--- config.mk ---
export PLATFORM = sky130hd
export DESIGN_NAME = dsts_host
export DESIGN_NICKNAME = d
export VERILOG_FILES = /design/src/design/dsts_pkg.sv /design/src/design/dsts_char_tx.sv /design/src/design/dsts_char_rx.sv /design/src/design/dsts_host.sv
export SDC_FILE = /design/constraint.sdc
export NUM_CORES = 1
export LEC_CHECK = 0
export ABC_AREA = 0
export BUFFER_PORTS_ARGS = -buffer_cell sky130_fd_sc_hd__buf_2
export CAP_MARGIN = 5
export CORE_MARGIN = 2
export CORE_UTILIZATION = 61
export CTS_BUF_LIST = sky130_fd_sc_hd__clkbuf_2 sky130_fd_sc_hd__clkbuf_4 sky130_fd_sc_hd__clkbuf_8
export DETAILED_ROUTE_END_ITERATION = 12
export PLACE_DENSITY = 0.78
export SLEW_MARGIN = 20
export SYNTH_ARGS = -nofsm -noshare
export SYNTH_HDL_FRONTEND = slang
export SYNTH_SLANG_ARGS = --single-unit
export TNS_END_PERCENT = 5
--- constraint.sdc ---
create_clock -name i_core_clk -period 19.7 [get_ports i_core_clk]
set_clock_uncertainty 0.15 [all_clocks]
set_input_delay 3.94 -clock i_core_clk [delete_from_list [all_inputs] [get_ports i_core_clk]]
set_output_delay 3.94 -clock i_core_clk [all_outputs]
set_load 0.1 [all_outputs]
--- src/design/dsts_pkg.sv ---
package dsts_pkg;
	// telegram framing
	localparam logic [7:0] START_CHAR     = 8'h02;
	localparam int         MAX_NET        = 38;
	localparam int         MAX_NODES      = 31;
	localparam int         NODE_W         = 5;
	localparam int         ADDR_BCAST_BIT = 5;
	localparam int         LEN_EXTRA      = 2;
	localparam int         RES_EXTRA      = 3;
	localparam int         HDR_BYTES      = 3;
	localparam int         GAP_CHARS      = 2;
	// character frame
	localparam int         DATA_BITS      = 8;
	localparam logic [3:0] BITS_PAR       = 4'hB;
	localparam logic [3:0] BITS_NOPAR     = 4'hA;
	// timing at a 10 ns core clock
	localparam int         CLK_NS         = 10;
	localparam int         RSP_MAX_US     = 20000;
	localparam int         RSP_MAX_CYC    = RSP_MAX_US * 1000 / CLK_NS;

	typedef enum logic [2:0] {
		ST_IDLE = 3'h0,
		ST_GAP  = 3'h1,
		ST_SEND = 3'h2,
		ST_WAIT = 3'h3,
		ST_RECV = 3'h4
	} dsts_state_type;

	// poll outcome codes
	localparam logic [3:0] ERR_NONE   = 4'h0;
	localparam logic [3:0] ERR_NO_TX  = 4'h1;
	localparam logic [3:0] ERR_PARITY = 4'h2;
	localparam logic [3:0] ERR_FRAME  = 4'h3;
	localparam logic [3:0] ERR_BCC    = 4'h4;
	localparam logic [3:0] ERR_RESID  = 4'h5;
	localparam logic [3:0] ERR_LEN    = 4'h6;
	localparam logic [3:0] ERR_ADDR   = 4'h7;
	localparam logic [3:0] ERR_STX    = 4'h8;
	localparam logic [3:0] ERR_CFG    = 4'h9;

	// bits per character, start and stop included
	function automatic logic [3:0] char_bits(input logic par_en);
		return par_en ? BITS_PAR : BITS_NOPAR;
	endfunction : char_bits
endpackage : dsts_pkg

--- src/design/dsts_char_tx.sv ---
`timescale 1ns/10ps
module dsts_char_tx (
	input  wire logic       i_core_clk,
	input  wire logic       i_rst_n,
	input  wire logic       i_bit_tick,
	input  wire logic       i_load,
	input  wire logic [7:0] i_data,
	input  wire logic       i_parity_en,
	output logic            o_line,
	output logic            o_busy
);
	logic [10:0] sh_reg,   sh_next;
	logic [3:0]  cnt_reg,  cnt_next;
	logic        line_reg, line_next;
	logic        busy_reg, busy_next;
	logic        par;

	// frame is loaded whole, then shifted one bit per tick, lsb first
	always_comb begin
		par       = ^i_data;
		sh_next   = sh_reg;
		cnt_next  = cnt_reg;
		line_next = line_reg;
		busy_next = busy_reg;
		if (i_load && !busy_reg) begin
			busy_next = 1'b1;
			cnt_next  = dsts_pkg::char_bits(i_parity_en);
			sh_next   = i_parity_en ? {1'b1, par, i_data, 1'b0}
			                        : {2'b11, i_data, 1'b0};
		end else if (busy_reg && i_bit_tick) begin
			if (cnt_reg != 4'h0) begin
				line_next = sh_reg[0];
				sh_next   = {1'b1, sh_reg[10:1]};
				cnt_next  = cnt_reg - 4'h1;
			end else begin
				busy_next = 1'b0; // stop bit has held one full period
			end
		end
	end

	always_ff @(posedge i_core_clk or negedge i_rst_n) begin
		if (!i_rst_n) begin
			sh_reg   <= 11'h7FF;
			cnt_reg  <= 4'h0;
			line_reg <= 1'b1;
			busy_reg <= 1'b0;
		end else begin
			sh_reg   <= sh_next;
			cnt_reg  <= cnt_next;
			line_reg <= line_next;
			busy_reg <= busy_next;
		end
	end

	assign o_line = line_reg;
	assign o_busy = busy_reg;

	a_parity_even: assert property (@(posedge i_core_clk) disable iff (!i_rst_n)
		(i_load && !busy_reg && i_parity_en) |=> (^sh_reg[9:1]) == 1'b0)
		else $error("parity bit does not make ones even");
	a_frame_bits: assert property (@(posedge i_core_clk) disable iff (!i_rst_n)
		$rose(busy_reg) |-> cnt_reg == dsts_pkg::char_bits($past(i_parity_en)))
		else $error("character frame has wrong bit count");
endmodule : dsts_char_tx

--- src/design/dsts_char_rx.sv ---
`timescale 1ns/10ps
module dsts_char_rx (
	input  wire logic        i_core_clk,
	input  wire logic        i_rst_n,
	input  wire logic        i_line,
	input  wire logic [15:0] i_baud_div,
	input  wire logic        i_parity_en,
	output logic             o_start,
	output logic             o_valid,
	output logic [7:0]       o_data,
	output logic             o_par_err,
	output logic             o_frm_err
);
	logic        s1_reg, s2_reg;
	logic [15:0] cnt_reg,  cnt_next;
	logic [3:0]  bitn_reg, bitn_next;
	logic [9:0]  sh_reg,   sh_next;
	logic        busy_reg, busy_next;
	logic        start_reg, start_next;
	logic        valid_reg, valid_next;
	logic [7:0]  data_reg, data_next;
	logic        perr_reg, perr_next;
	logic        ferr_reg, ferr_next;

	// the pin is asynchronous to the core clock
	always_ff @(posedge i_core_clk or negedge i_rst_n) begin
		if (!i_rst_n) begin
			s1_reg <= 1'b1;
			s2_reg <= 1'b1;
		end else begin
			s1_reg <= i_line;
			s2_reg <= s1_reg;
		end
	end

	// sample mid-bit; a start bit that is gone at mid-bit is a glitch
	always_comb begin
		cnt_next   = cnt_reg;
		bitn_next  = bitn_reg;
		sh_next    = sh_reg;
		busy_next  = busy_reg;
		start_next = 1'b0;
		valid_next = 1'b0;
		data_next  = data_reg;
		perr_next  = perr_reg;
		ferr_next  = ferr_reg;
		if (!busy_reg) begin
			if (!s2_reg) begin
				busy_next  = 1'b1;
				start_next = 1'b1;
				bitn_next  = 4'h0;
				cnt_next   = {1'b0, i_baud_div[15:1]};
			end
		end else if (cnt_reg != 16'h0) begin
			cnt_next = cnt_reg - 16'h1;
		end else if (bitn_reg == 4'h0 && s2_reg) begin
			busy_next = 1'b0;
		end else begin
			cnt_next  = i_baud_div - 16'h1;
			bitn_next = bitn_reg + 4'h1;
			if (bitn_reg != 4'h0)
				sh_next = {s2_reg, sh_reg[9:1]};
			if (bitn_reg == dsts_pkg::char_bits(i_parity_en) - 4'h1) begin
				busy_next  = 1'b0;
				valid_next = 1'b1;
				data_next  = i_parity_en ? sh_next[7:0] : sh_next[8:1];
				perr_next  = i_parity_en && (^sh_next[8:0]);
				ferr_next  = !sh_next[9];
			end
		end
	end

	always_ff @(posedge i_core_clk or negedge i_rst_n) begin
		if (!i_rst_n) begin
			cnt_reg   <= 16'h0;
			bitn_reg  <= 4'h0;
			sh_reg    <= 10'h3FF;
			busy_reg  <= 1'b0;
			start_reg <= 1'b0;
			valid_reg <= 1'b0;
			data_reg  <= 8'h00;
			perr_reg  <= 1'b0;
			ferr_reg  <= 1'b0;
		end else begin
			cnt_reg   <= cnt_next;
			bitn_reg  <= bitn_next;
			sh_reg    <= sh_next;
			busy_reg  <= busy_next;
			start_reg <= start_next;
			valid_reg <= valid_next;
			data_reg  <= data_next;
			perr_reg  <= perr_next;
			ferr_reg  <= ferr_next;
		end
	end

	assign o_start   = start_reg;
	assign o_valid   = valid_reg;
	assign o_data    = data_reg;
	assign o_par_err = perr_reg;
	assign o_frm_err = ferr_reg;
endmodule : dsts_char_rx

--- src/design/dsts_host.sv ---
`timescale 1ns/10ps
module dsts_host #(
	parameter int RSP_MAX_CYC = dsts_pkg::RSP_MAX_CYC
) (
	input  wire logic        i_core_clk,
	input  wire logic        i_rst_n,
	input  wire logic        i_line_in,
	output logic             o_line_out,
	output logic             o_line_oe_n,
	input  wire logic [15:0] i_baud_div,
	input  wire logic        i_parity_en,
	input  wire logic [4:0]  i_pzd_words,
	input  wire logic [4:0]  i_pkw_words,
	input  wire logic        i_wr_en,
	input  wire logic [5:0]  i_wr_idx,
	input  wire logic [7:0]  i_wr_data,
	input  wire logic [5:0]  i_rd_idx,
	output logic [7:0]       o_rd_data,
	input  wire logic        i_poll,
	input  wire logic [4:0]  i_node,
	input  wire logic        i_bcast,
	output logic             o_busy,
	output logic             o_done,
	output logic [3:0]       o_err,
	output logic [30:0]      o_no_tx
);
	dsts_pkg::dsts_state_type state_reg, state_next;
	logic [5:0]  n_reg,     n_next;
	logic [4:0]  node_reg,  node_next;
	logic        bc_reg,    bc_next;
	logic        par_reg,   par_next;
	logic [5:0]  idx_reg,   idx_next;
	logic [7:0]  bcc_reg,   bcc_next;
	logic [4:0]  gap_reg,   gap_next;
	logic [20:0] rsp_reg,   rsp_next;
	logic [10:0] res_reg,   res_next;
	logic        oe_n_reg,  oe_n_next;
	logic        done_reg,  done_next;
	logic [3:0]  err_reg,   err_next;
	logic [30:0] notx_reg,  notx_next;
	logic        busy_reg,  busy_next;
	logic        load_q_reg;
	logic [15:0] div_reg,   div_next;
	logic        tick_reg,  tick_next;
	logic [7:0]  rd_reg;
	logic [7:0]  req_mem [0:dsts_pkg::MAX_NET-1];
	logic [7:0]  rsp_mem [0:dsts_pkg::MAX_NET-1];
	logic        tx_load, tx_busy, tx_line;
	logic [7:0]  tx_byte;
	logic        rx_start, rx_valid, rx_perr, rx_ferr;
	logic [7:0]  rx_data;
	logic [6:0]  n_cfg;
	logic [3:0]  bits;
	logic [10:0] res_lim;
	logic        wr_rsp;

	// byte at position idx of an outgoing telegram
	function automatic logic [7:0] frame_byte(input logic [5:0] idx,
		input logic [5:0] n, input logic [4:0] node, input logic bc,
		input logic [7:0] bcc, input logic [7:0] net);
		logic [7:0] addr;
		addr = {2'b00, bc, node};
		if (idx == 6'h0)
			return dsts_pkg::START_CHAR;
		else if (idx == 6'h1)
			return 8'(n + 6'(dsts_pkg::LEN_EXTRA));
		else if (idx == 6'h2)
			return addr;
		else if (idx == n + 6'(dsts_pkg::HDR_BYTES))
			return bcc;
		else
			return net;
	endfunction : frame_byte

	// bit clock enable from a free running divider
	always_comb begin
		tick_next = (div_reg == 16'h0);
		div_next  = tick_next ? i_baud_div - 16'h1 : div_reg - 16'h1;
	end

	always_ff @(posedge i_core_clk or negedge i_rst_n) begin
		if (!i_rst_n) begin
			div_reg  <= 16'h0;
			tick_reg <= 1'b0;
		end else begin
			div_reg  <= div_next;
			tick_reg <= tick_next;
		end
	end

	// request and response byte stores; user reads are registered
	// the user writes parameter words first, then process words
	always_ff @(posedge i_core_clk) begin
		if (i_wr_en && i_wr_idx < 6'(dsts_pkg::MAX_NET))
			req_mem[i_wr_idx] <= i_wr_data;
		if (wr_rsp)
			rsp_mem[idx_reg - 6'(dsts_pkg::HDR_BYTES)] <= rx_data;
	end

	always_ff @(posedge i_core_clk or negedge i_rst_n) begin
		if (!i_rst_n)
			rd_reg <= 8'h00;
		else if (i_rd_idx < 6'(dsts_pkg::MAX_NET))
			rd_reg <= rsp_mem[i_rd_idx];
		else
			rd_reg <= 8'h00;
	end

	assign n_cfg   = 7'({2'b00, i_pzd_words} + {2'b00, i_pkw_words}) << 1;
	assign bits    = dsts_pkg::char_bits(par_reg);
	assign res_lim = 11'((3 * (int'(n_reg) + dsts_pkg::RES_EXTRA)
	                 * int'(bits)) / 2 + int'(bits));
	assign tx_byte = frame_byte(idx_reg, n_reg, node_reg, bc_reg, bcc_reg,
	                            req_mem[idx_reg - 6'(dsts_pkg::HDR_BYTES)]);
	assign tx_load = (state_reg == dsts_pkg::ST_SEND) && !tx_busy
	                 && !load_q_reg
	                 && idx_reg <= n_reg + 6'(dsts_pkg::HDR_BYTES);
	assign wr_rsp  = (state_reg == dsts_pkg::ST_RECV) && rx_valid
	                 && idx_reg >= 6'(dsts_pkg::HDR_BYTES)
	                 && idx_reg < n_reg + 6'(dsts_pkg::HDR_BYTES);

	// poll sequencer: gap, request, wait, reply check
	always_comb begin
		state_next = state_reg;
		n_next     = n_reg;
		node_next  = node_reg;
		bc_next    = bc_reg;
		par_next   = par_reg;
		idx_next   = idx_reg;
		bcc_next   = bcc_reg;
		gap_next   = gap_reg;
		rsp_next   = rsp_reg;
		res_next   = res_reg;
		oe_n_next  = oe_n_reg;
		done_next  = 1'b0;
		err_next   = err_reg;
		notx_next  = notx_reg;
		case (state_reg)
			dsts_pkg::ST_IDLE: begin
				if (i_poll) begin
					if (n_cfg > 7'(dsts_pkg::MAX_NET)) begin
						done_next = 1'b1;
						err_next  = dsts_pkg::ERR_CFG;
					end else begin
						// length is frozen for the whole poll
						n_next     = n_cfg[5:0];
						node_next  = i_node;
						bc_next    = i_bcast;
						par_next   = i_parity_en;
						gap_next   = 5'h0;
						oe_n_next  = 1'b0;
						state_next = dsts_pkg::ST_GAP;
					end
				end
			end
			dsts_pkg::ST_GAP: begin
				// line held idle high for two whole characters
				if (gap_reg == 5'(dsts_pkg::GAP_CHARS * int'(bits))) begin
					idx_next   = 6'h0;
					bcc_next   = 8'h00;
					state_next = dsts_pkg::ST_SEND;
				end else if (tick_reg) begin
					gap_next = gap_reg + 5'h1;
				end
			end
			dsts_pkg::ST_SEND: begin
				if (tx_load) begin
					idx_next = idx_reg + 6'h1;
					bcc_next = bcc_reg ^ tx_byte;
				end else if (!tx_busy && !load_q_reg) begin
					idx_next = 6'h0;
					rsp_next = 21'h0;
					bcc_next = 8'h00;
					if (bc_reg) begin
						oe_n_next  = 1'b1;
						done_next  = 1'b1;
						err_next   = dsts_pkg::ERR_NONE;
						state_next = dsts_pkg::ST_IDLE;
					end else begin
						oe_n_next  = 1'b1;
						state_next = dsts_pkg::ST_WAIT;
					end
				end
			end
			dsts_pkg::ST_WAIT: begin
				if (rx_start) begin
					res_next   = 11'h0;
					state_next = dsts_pkg::ST_RECV;
				end else if (rsp_reg == 21'(RSP_MAX_CYC - 1)) begin
					notx_next[node_reg] = 1'b1;
					err_next   = dsts_pkg::ERR_NO_TX;
					done_next  = 1'b1;
					state_next = dsts_pkg::ST_IDLE;
				end else begin
					rsp_next = rsp_reg + 21'h1;
				end
			end
			dsts_pkg::ST_RECV: begin
				if (tick_reg)
					res_next = res_reg + 11'h1;
				if (res_reg > res_lim) begin
					err_next   = dsts_pkg::ERR_RESID;
					done_next  = 1'b1;
					state_next = dsts_pkg::ST_IDLE;
				end else if (rx_valid) begin
					idx_next   = idx_reg + 6'h1;
					bcc_next   = bcc_reg ^ rx_data;
					done_next  = 1'b1;
					state_next = dsts_pkg::ST_IDLE;
					if (rx_perr)
						err_next = dsts_pkg::ERR_PARITY;
					else if (rx_ferr)
						err_next = dsts_pkg::ERR_FRAME;
					else if (idx_reg == 6'h0
					         && rx_data != dsts_pkg::START_CHAR)
						err_next = dsts_pkg::ERR_STX;
					else if (idx_reg == 6'h1 && rx_data
					         != 8'(n_reg + 6'(dsts_pkg::LEN_EXTRA)))
						err_next = dsts_pkg::ERR_LEN;
					else if (idx_reg == 6'h2
					         && rx_data != {3'b000, node_reg})
						err_next = dsts_pkg::ERR_ADDR;
					else if (idx_reg == n_reg + 6'(dsts_pkg::HDR_BYTES)) begin
						if (rx_data != bcc_reg)
							err_next = dsts_pkg::ERR_BCC;
						else begin
							err_next = dsts_pkg::ERR_NONE;
							notx_next[node_reg] = 1'b0;
						end
					end else begin
						done_next  = 1'b0;
						state_next = dsts_pkg::ST_RECV;
					end
				end
			end
			default: begin
				state_next = dsts_pkg::ST_IDLE;
				oe_n_next  = 1'b1;
			end
		endcase
		// busy is registered so the port comes straight from a flop
		busy_next = (state_next != dsts_pkg::ST_IDLE);
	end

	always_ff @(posedge i_core_clk or negedge i_rst_n) begin
		if (!i_rst_n) begin
			state_reg  <= dsts_pkg::ST_IDLE;
			n_reg      <= 6'h0;
			node_reg   <= 5'h0;
			bc_reg     <= 1'b0;
			par_reg    <= 1'b0;
			idx_reg    <= 6'h0;
			bcc_reg    <= 8'h00;
			gap_reg    <= 5'h0;
			rsp_reg    <= 21'h0;
			res_reg    <= 11'h0;
			oe_n_reg   <= 1'b1;
			done_reg   <= 1'b0;
			err_reg    <= dsts_pkg::ERR_NONE;
			notx_reg   <= 31'h0;
			busy_reg   <= 1'b0;
			load_q_reg <= 1'b0;
		end else begin
			state_reg  <= state_next;
			n_reg      <= n_next;
			node_reg   <= node_next;
			bc_reg     <= bc_next;
			par_reg    <= par_next;
			idx_reg    <= idx_next;
			bcc_reg    <= bcc_next;
			gap_reg    <= gap_next;
			rsp_reg    <= rsp_next;
			res_reg    <= res_next;
			oe_n_reg   <= oe_n_next;
			done_reg   <= done_next;
			err_reg    <= err_next;
			notx_reg   <= notx_next;
			busy_reg   <= busy_next;
			load_q_reg <= tx_load;
		end
	end

	dsts_char_tx u_tx (
		.i_core_clk  (i_core_clk),
		.i_rst_n     (i_rst_n),
		.i_bit_tick  (tick_reg),
		.i_load      (tx_load),
		.i_data      (tx_byte),
		.i_parity_en (par_reg),
		.o_line      (tx_line),
		.o_busy      (tx_busy)
	);

	dsts_char_rx u_rx (
		.i_core_clk  (i_core_clk),
		.i_rst_n     (i_rst_n),
		.i_line      (i_line_in),
		.i_baud_div  (i_baud_div),
		.i_parity_en (par_reg),
		.o_start     (rx_start),
		.o_valid     (rx_valid),
		.o_data      (rx_data),
		.o_par_err   (rx_perr),
		.o_frm_err   (rx_ferr)
	);

	assign o_line_out  = tx_line;
	assign o_line_oe_n = oe_n_reg;
	assign o_rd_data   = rd_reg;
	assign o_busy      = busy_reg;
	assign o_done      = done_reg;
	assign o_err       = err_reg;
	assign o_no_tx     = notx_reg;

	a_gap_before_stx: assert property (@(posedge i_core_clk) disable iff (!i_rst_n)
		(tx_load && idx_reg == 6'h0) |-> $past(state_reg) == dsts_pkg::ST_GAP)
		else $error("start character sent without idle gap");
	a_stx_first: assert property (@(posedge i_core_clk) disable iff (!i_rst_n)
		(tx_load && idx_reg == 6'h0) |-> tx_byte == dsts_pkg::START_CHAR)
		else $error("telegram does not open with start character");
	a_len_byte: assert property (@(posedge i_core_clk) disable iff (!i_rst_n)
		(tx_load && idx_reg == 6'h1) |-> tx_byte == 8'(n_reg + 6'h2))
		else $error("length byte is not n plus 2");
	a_net_limit: assert property (@(posedge i_core_clk) disable iff (!i_rst_n)
		(state_reg != dsts_pkg::ST_IDLE) |-> n_reg <= 6'h26)
		else $error("net byte count above limit");
	a_half_duplex: assert property (@(posedge i_core_clk) disable iff (!i_rst_n)
		(state_reg == dsts_pkg::ST_WAIT || state_reg == dsts_pkg::ST_RECV)
		|-> oe_n_reg)
		else $error("host drives line while awaiting reply");
	a_no_tx_set: assert property (@(posedge i_core_clk) disable iff (!i_rst_n)
		(state_reg == dsts_pkg::ST_WAIT && !rx_start
		 && rsp_reg == 21'(RSP_MAX_CYC - 1))
		|=> o_no_tx[$past(node_reg)] && o_err == 4'h1 && o_done)
		else $error("missing reply not flagged");
	a_no_tx_clear: assert property (@(posedge i_core_clk) disable iff (!i_rst_n)
		(|($past(notx_reg) & ~notx_reg)) |-> done_reg && err_reg == 4'h0)
		else $error("no-reply flag cleared without clean reply");
	a_bcast_quiet: assert property (@(posedge i_core_clk) disable iff (!i_rst_n)
		(state_reg == dsts_pkg::ST_SEND && bc_reg)
		|=> state_reg != dsts_pkg::ST_WAIT)
		else $error("host awaits reply to broadcast");
endmodule : dsts_host

Yosys cells after proc, flatten, opt, wreduce, memory -nomap -nowiden
Memories as Yosys holds them, arrays and structs flattened.
Index checks and enable logic that the tools add are counted.
{"block": "word_totals", "reg_bits": 192, "mem_bits_rw": 608, "inputBits": 58, "word_cells": 310, "mem_count": 2}
{"block": "op_classes", "add_sub_neg": 17, "mul": 2, "order_cmp": 9, "eq_ne": 45, "muxes": 138, "bitwise": 11, "reduce_logical": 52}
{"name": "req_mem", "depth": 38, "word_bits": 8, "read_ports": 1, "rd_clocked_by_memory_dff": 0, "wr": 1, "line_no": "dsts_host.sv:46", "rtl": "logic [7:0] req_mem [0:dsts_pkg::MAX_NET-1];"}
{"name": "rsp_mem", "depth": 38, "word_bits": 8, "read_ports": 1, "rd_clocked_by_memory_dff": 0, "wr": 1, "line_no": "dsts_host.sv:47", "rtl": "logic [7:0] rsp_mem [0:dsts_pkg::MAX_NET-1];"}
{"op": "31-bit 2-to-1 mux", "count": 11}
{"op": "4-bit 2-to-1 mux", "count": 22}
{"op": "8-bit 2-to-1 mux", "count": 11}
{"op": "21-bit 2-to-1 mux", "count": 4}
{"op": "16-bit 2-to-1 mux", "count": 5}
{"op": "31-bit case mux with 2 select lines", "count": 1}
{"op": "11-bit 2-to-1 mux", "count": 5}
{"op": "10-bit 2-to-1 mux", "count": 5}
{"op": "3-bit 2-to-1 mux", "count": 16}
{"op": "16-bit by 1-bit subtractor with 16-bit output, second input constant", "count": 3}
{"op": "2-bit inequality test, second input constant", "count": 22}
{"op": "21-bit case mux with 2 select lines", "count": 1}
{"op": "1-bit 2-to-1 mux", "count": 38}
{"op": "31-bit AND", "count": 1}
{"op": "31-bit inverter", "count": 1}
{"op": "31-bit OR", "count": 1}
{"op": "6-bit 2-to-1 mux", "count": 5}
{"op": "8-bit case mux with 3 select lines", "count": 1}
{"op": "11-bit case mux with 2 select lines", "count": 1}
{"op": "21-bit by 1-bit adder with 21-bit output, second input constant", "count": 1}
{"op": "21-bit == test, second input constant", "count": 1}
{"op": "5-bit 2-to-1 mux", "count": 4}
{"op": "5-bit AND reduction", "count": 4}
{"op": "6-bit case mux with 3 select lines", "count": 1}
{"op": "other kinds (66)", "count": 109}

Longest topological paths before layout
{"block": "depth", "ltp_word": 16, "mapped_depth": 31}

By module
Synthesis repeated with hierarchy kept, for this count alone.
{"block": "hier_totals", "cells_unflattened": 2683, "area_unflattened_um2": 36553.8}
{"mod": "dsts_host", "n_inst": 1, "cells_per_inst": 2301, "area_per_inst_um2": 32889.0, "seq_area_each_um2": 21511.9}
{"mod": "dsts_char_rx", "n_inst": 1, "cells_per_inst": 295, "area_per_inst_um2": 2830.2, "seq_area_each_um2": 1141.1}
{"mod": "dsts_char_tx", "n_inst": 1, "cells_per_inst": 87, "area_per_inst_um2": 834.6, "seq_area_each_um2": 414.1}

Worst setup path after synthesis
OpenSTA, ideal clock, no wires.
{"block": "synth_path", "path_type": "register to register", "start": "register n_reg[1]", "end": "register bcc_reg[0]", "t_arrival_ns": 6.663, "setup_slack_ns": 12.766, "stages_incl_launch_ff": 31, "n_path_buf": 1, "path_cell_list": "dfrtp_1 > buf_2 > clkinv_1 > ha_1 > ha_1 > o21a_1 > o21ai_0 > nand2b_1 > a21o_1 > a21oi_1 > xnor2_1 > ha_1 > inv_1 > fa_1 > inv_1 > ha_1 > nand2_1 > o21ai_0 > xor2_1 > nand3_1 > nor2_1 > xnor2_1 > xnor2_1 > ha_1 > a21oi_1 > nor2b_1 > a221o_1 > and2_1 > a221oi_1 > a211oi_1 > a22o_1"}
{"block": "synth_between", "elab_chain_len": 9, "word_cells_on_any_way": 20, "cone_classes": "add/sub: 4; mul: 2; order compare: 2; eq/ne: 3; mux: 6; bitwise: 1; reduce/logical: 2"}
{"item": "start, declared", "line_no": "dsts_host.sv:28", "rtl": "logic [5:0] n_reg, n_next;"}
{"item": "start signal, assigned", "line_no": "dsts_host.sv:265", "rtl": "n_reg <= n_next;"}
{"item": "parallel branches: the longest is 9 deep, another holds 9-bit by 4-bit multiplier with 12-bit output"}
{"item": "end signal, assigned", "line_no": "dsts_host.sv:270", "rtl": "bcc_reg <= bcc_next;"}
{"item": "end, declared", "line_no": "dsts_host.sv:33", "rtl": "logic [7:0] bcc_reg, bcc_next;"}
Several ways; the timed one is not identified.
A chain may end at the register's enable or synchronous reset.

==> impl_metrics.json <==
{
  "status": "finished clean",
  "crit_arrival_ns": 8.35,
  "via_count": 23800,
  "synth_commonest_cells": "edfxtp_1 (608), nand2_1 (332), nor2_1 (207)",
  "cts_setup_buffers": 0,
  "ys_seq_elements": 799,
  "timing.hold.ws_ns": 0.223,
  "startpoint_type": "flip-flop",
  "p_leak_nw": 14.0,
  "start_util_pct": 61.5,
  "rsz0062_at_grt": "false",
  "ir_worst_vdd_mv": 0.0785,
  "grt_pass1_vias": 23500,
  "root_buffer": "clkbuf_8",
  "cts.sinks": 799,
  "path_clk_slew_ns": 0.06,
  "drc_errors": 0,
  "whs_path_depth": 0,
  "fin_crit_sh_pct": 40.1,
  "slew_headroom_pct": 32.3,
  "synth_edf_count": 608,
  "totalWireLength_mm": 85.1,
  "cts_hold_buf": 0,
  "path_max_fanout": 12,
  "grt-ovfl-total": 0,
  "grt_pass1_wl_mm": 132,
  "critPathCaptureType": "flip-flop",
  "syn_to_final_growth_pct": 9.87,
  "ctsResizeCount": 0,
  "synth_top_area_share_pct": 50.5,
  "worstPathRequired_ns": 20.16,
  "r2r-start": "n_reg[1]",
  "drt_first_iter_violations": 2355,
  "reg2reg_depth": 29,
  "io_pins": 105,
  "tns_ns": 0,
  "fmax_ghz": 0.127,
  "reg2reg_slack_ns": 11.81,
  "hold_start": "u_rx.s1_reg",
  "clockBufferDepth": 3,
  "min_to": "u_rx.s2_reg",
  "comb_power_share_pct": 4.4,
  "synth_warnings": 0,
  "dr.pass1.iters": 5,
  "power.total_w": 0.00332,
  "clk_latency_ns": 0.74,
  "multi_input_area_um2": 12300,
  "tightestPinTransition_ns": 1.02,
  "fin_util_pct": 67.5,
  "die_w_um": 247,
  "yosysTopAreaCell": "edfxtp_1",
  "wl_per_cell_um": 22.5,
  "p_int_w": 0.00258,
  "clock_power_share_pct": 39.7,
  "ant_nets": 0,
  "cts_tree": "yes",
  "synthCells": 2791,
  "nFillCells": 4068,
  "maxCapViolations": 0,
  "synth.most_common_cell": "edfxtp_1",
  "synth_seq_area_share_pct": 63.8,
  "synth_area_um2": 36100,
  "yosys-top-cells-area": "edfxtp_1 (51%), dfrtp_1 (12%), nand2_1 (3.4%)",
  "critPathMaxStageDelay_ns": 0.74,
  "worst_path_max_delay_cell": "a21oi_1",
  "synth_cell_type_count": 87,
  "grt_max_degree": 131,
  "grt_antenna_before_repair": 3,
  "hold_viol": 0,
  "dp_hpwl_mm": 54.4,
  "rows": 89,
  "synth_nets": 2915,
  "grt_use_total_pct": 27.9,
  "die-area_um2": 61200,
  "layout-drive-gt1-share_pct": 16.5,
  "gp_congestion": 0.900,
  "p_switching_w": 0.000738,
  "p_per_area_nw_per_um2": 83.5,
  "fin_crit_ns": 7.89,
  "drv_slew": 0,
  "layout.area.seq_um2": 23100,
  "coreArea_um2": 58800,
  "io_buffers": 104,
  "htreeDepth": 3,
  "dieHeight_um": 247,
  "crit_type": "reg -> reg",
  "cts_buffers": 120,
  "setup_viol": 0,
  "hold_path.class": "reg -> reg",
  "seqPwrFrac_pct": 55.9,
  "via_per_inst": 6.30,
  "crit_top_cell": "ha_1",
  "nNetsFinal": 3026,
  "netSwitchingFraction_pct": 22.2,
  "async_flop_share_pct": 23.9,
  "postSynthAreaPerCell_um2": 13.0,
  "synthFlopType": "edfxtp_1"
}
==> metal layers <==
metal  vias to the layer above  track usage (%)  wire length (um)
met2                      1107             45.7             41700
met5                         -                0                13
met3                       181             5.02              6810
met1                     11800             38.1             34200
met4                         2             9.60              2420
li1                      10700                -                 -
==> cell families after synthesis <==
| family | synth area share (%) |
|---|---|
| buffers and inverters | 2.35 |
| xor gates and xnor gates | 3.21 |
| adders and majority gates | 2.46 |
| AOI/OAI and AO/OA | 8.94 |
| and+or+nand+nor | 11.0 |
| muxes | 8.24 |
| DFF | 63.8 |
==> layout by cell type, fill, tap and decap left out, types with 14 or more instances in the layout <==
| master | n |
|---|---|
| dfrtp_1 | 166 |
| dfstp_2 | 24 |
| mux2i_1 | 103 |
| nand2b_1 | 16 |
| buf_2 | 102 |
| nor3_1 | 57 |
| inv_1 | 60 |
| buf_4 | 28 |
| a21o_1 | 20 |
| a32oi_1 | 14 |
| nor4_1 | 18 |
| o21ai_0 | 154 |
| clkbuf_8 | 127 |
| o31ai_1 | 14 |
| xor2_1 | 52 |
| nor2_1 | 207 |
| edfxtp_1 | 608 |
| clkbuf_4 | 41 |
| a31oi_1 | 29 |
| mux2_2 | 69 |
| nand3_1 | 93 |
| and3_1 | 16 |
| nand4_1 | 21 |
| clkinv_1 | 35 |
| a21oi_1 | 101 |
| o22ai_1 | 21 |
| a22oi_1 | 22 |
| or3_1 | 22 |
| nand2_1 | 332 |
| mux4_2 | 52 |
| ha_1 | 58 |
| xnor2_1 | 74 |
| a221oi_1 | 23 |
| clkinv_2 | 15 |
| nor2b_1 | 20 |
==> worst max-delay path, delay by kind of cell, from the launching register on <==
kind | cells | cell delay [ns]
adders and majority gates | 6 | 2.44
AOI/OAI and AO/OA | 8 | 2.23
and+or+nand+nor | 7 | 0.98
xor gates and xnor gates | 4 | 0.63
DFF | 1 | 0.60
buffers and inverters | 3 | 0.43
muxes | 1 | 0.33
==> power groups by stage <==
stage                     registers (W)  logic (W)  clock network (W)
final                           0.00185   0.000146            0.00132
after global routing            0.00185   0.000161            0.00141
after CTS                       0.00185   0.000145            0.00133
after detailed placement        0.00189   0.000144                  0
after global placement          0.00188   0.000139                  0
after floorplan                 0.00189  0.0000854                  0
==> worst max path at each step <==
stage	startpoint	to	slack [ns]
finish	n_reg[1]	flip-flop	11.81
CTS	n_reg[1]	bcc_reg[4]	11.53
floorplan	n_reg[1]	bcc_reg[0]	12.77
global route	n_reg[1]	idx_reg[5]	11.32
global placement	n_reg[1]	bcc_reg[1]	11.84
detailed placement	n_reg[1]	bcc_reg[4]	11.57
==> through the flow <==
| step | setup WS [ns] | std cells | cell area (um^2) |
|---|---|---|---|
| 2_1_floorplan | 12.77 | 2791 | 36100 |
| 3_5_place_dp | 11.57 | 3551 | 37300 |
| 4_1_cts | 11.53 | 3772 | 39700 |
| 3_3_place_gp | 11.84 | 3551 | 37300 |
| 6_report | 11.81 | 3776 | 39700 |
| 5_1_grt | 11.32 | 3776 | 39700 |
==> cell type report <==
| type | instances | share of cell area (%) |
|---|---|---|
| clock inverters | 54 | 0.781 |
| well taps | 773 | 2.44 |
| clock buffers | 167 | 5.14 |
| multi-input cells | 1782 | 31.0 |
| flip-flops and latches | 799 | 58.1 |
| repair buffers | 136 | 2.00 |
| inverters | 63 | 0.595 |
| diodes | 2 | 0.0126 |
No activity file was read; power rests on OpenSTA's default activity.
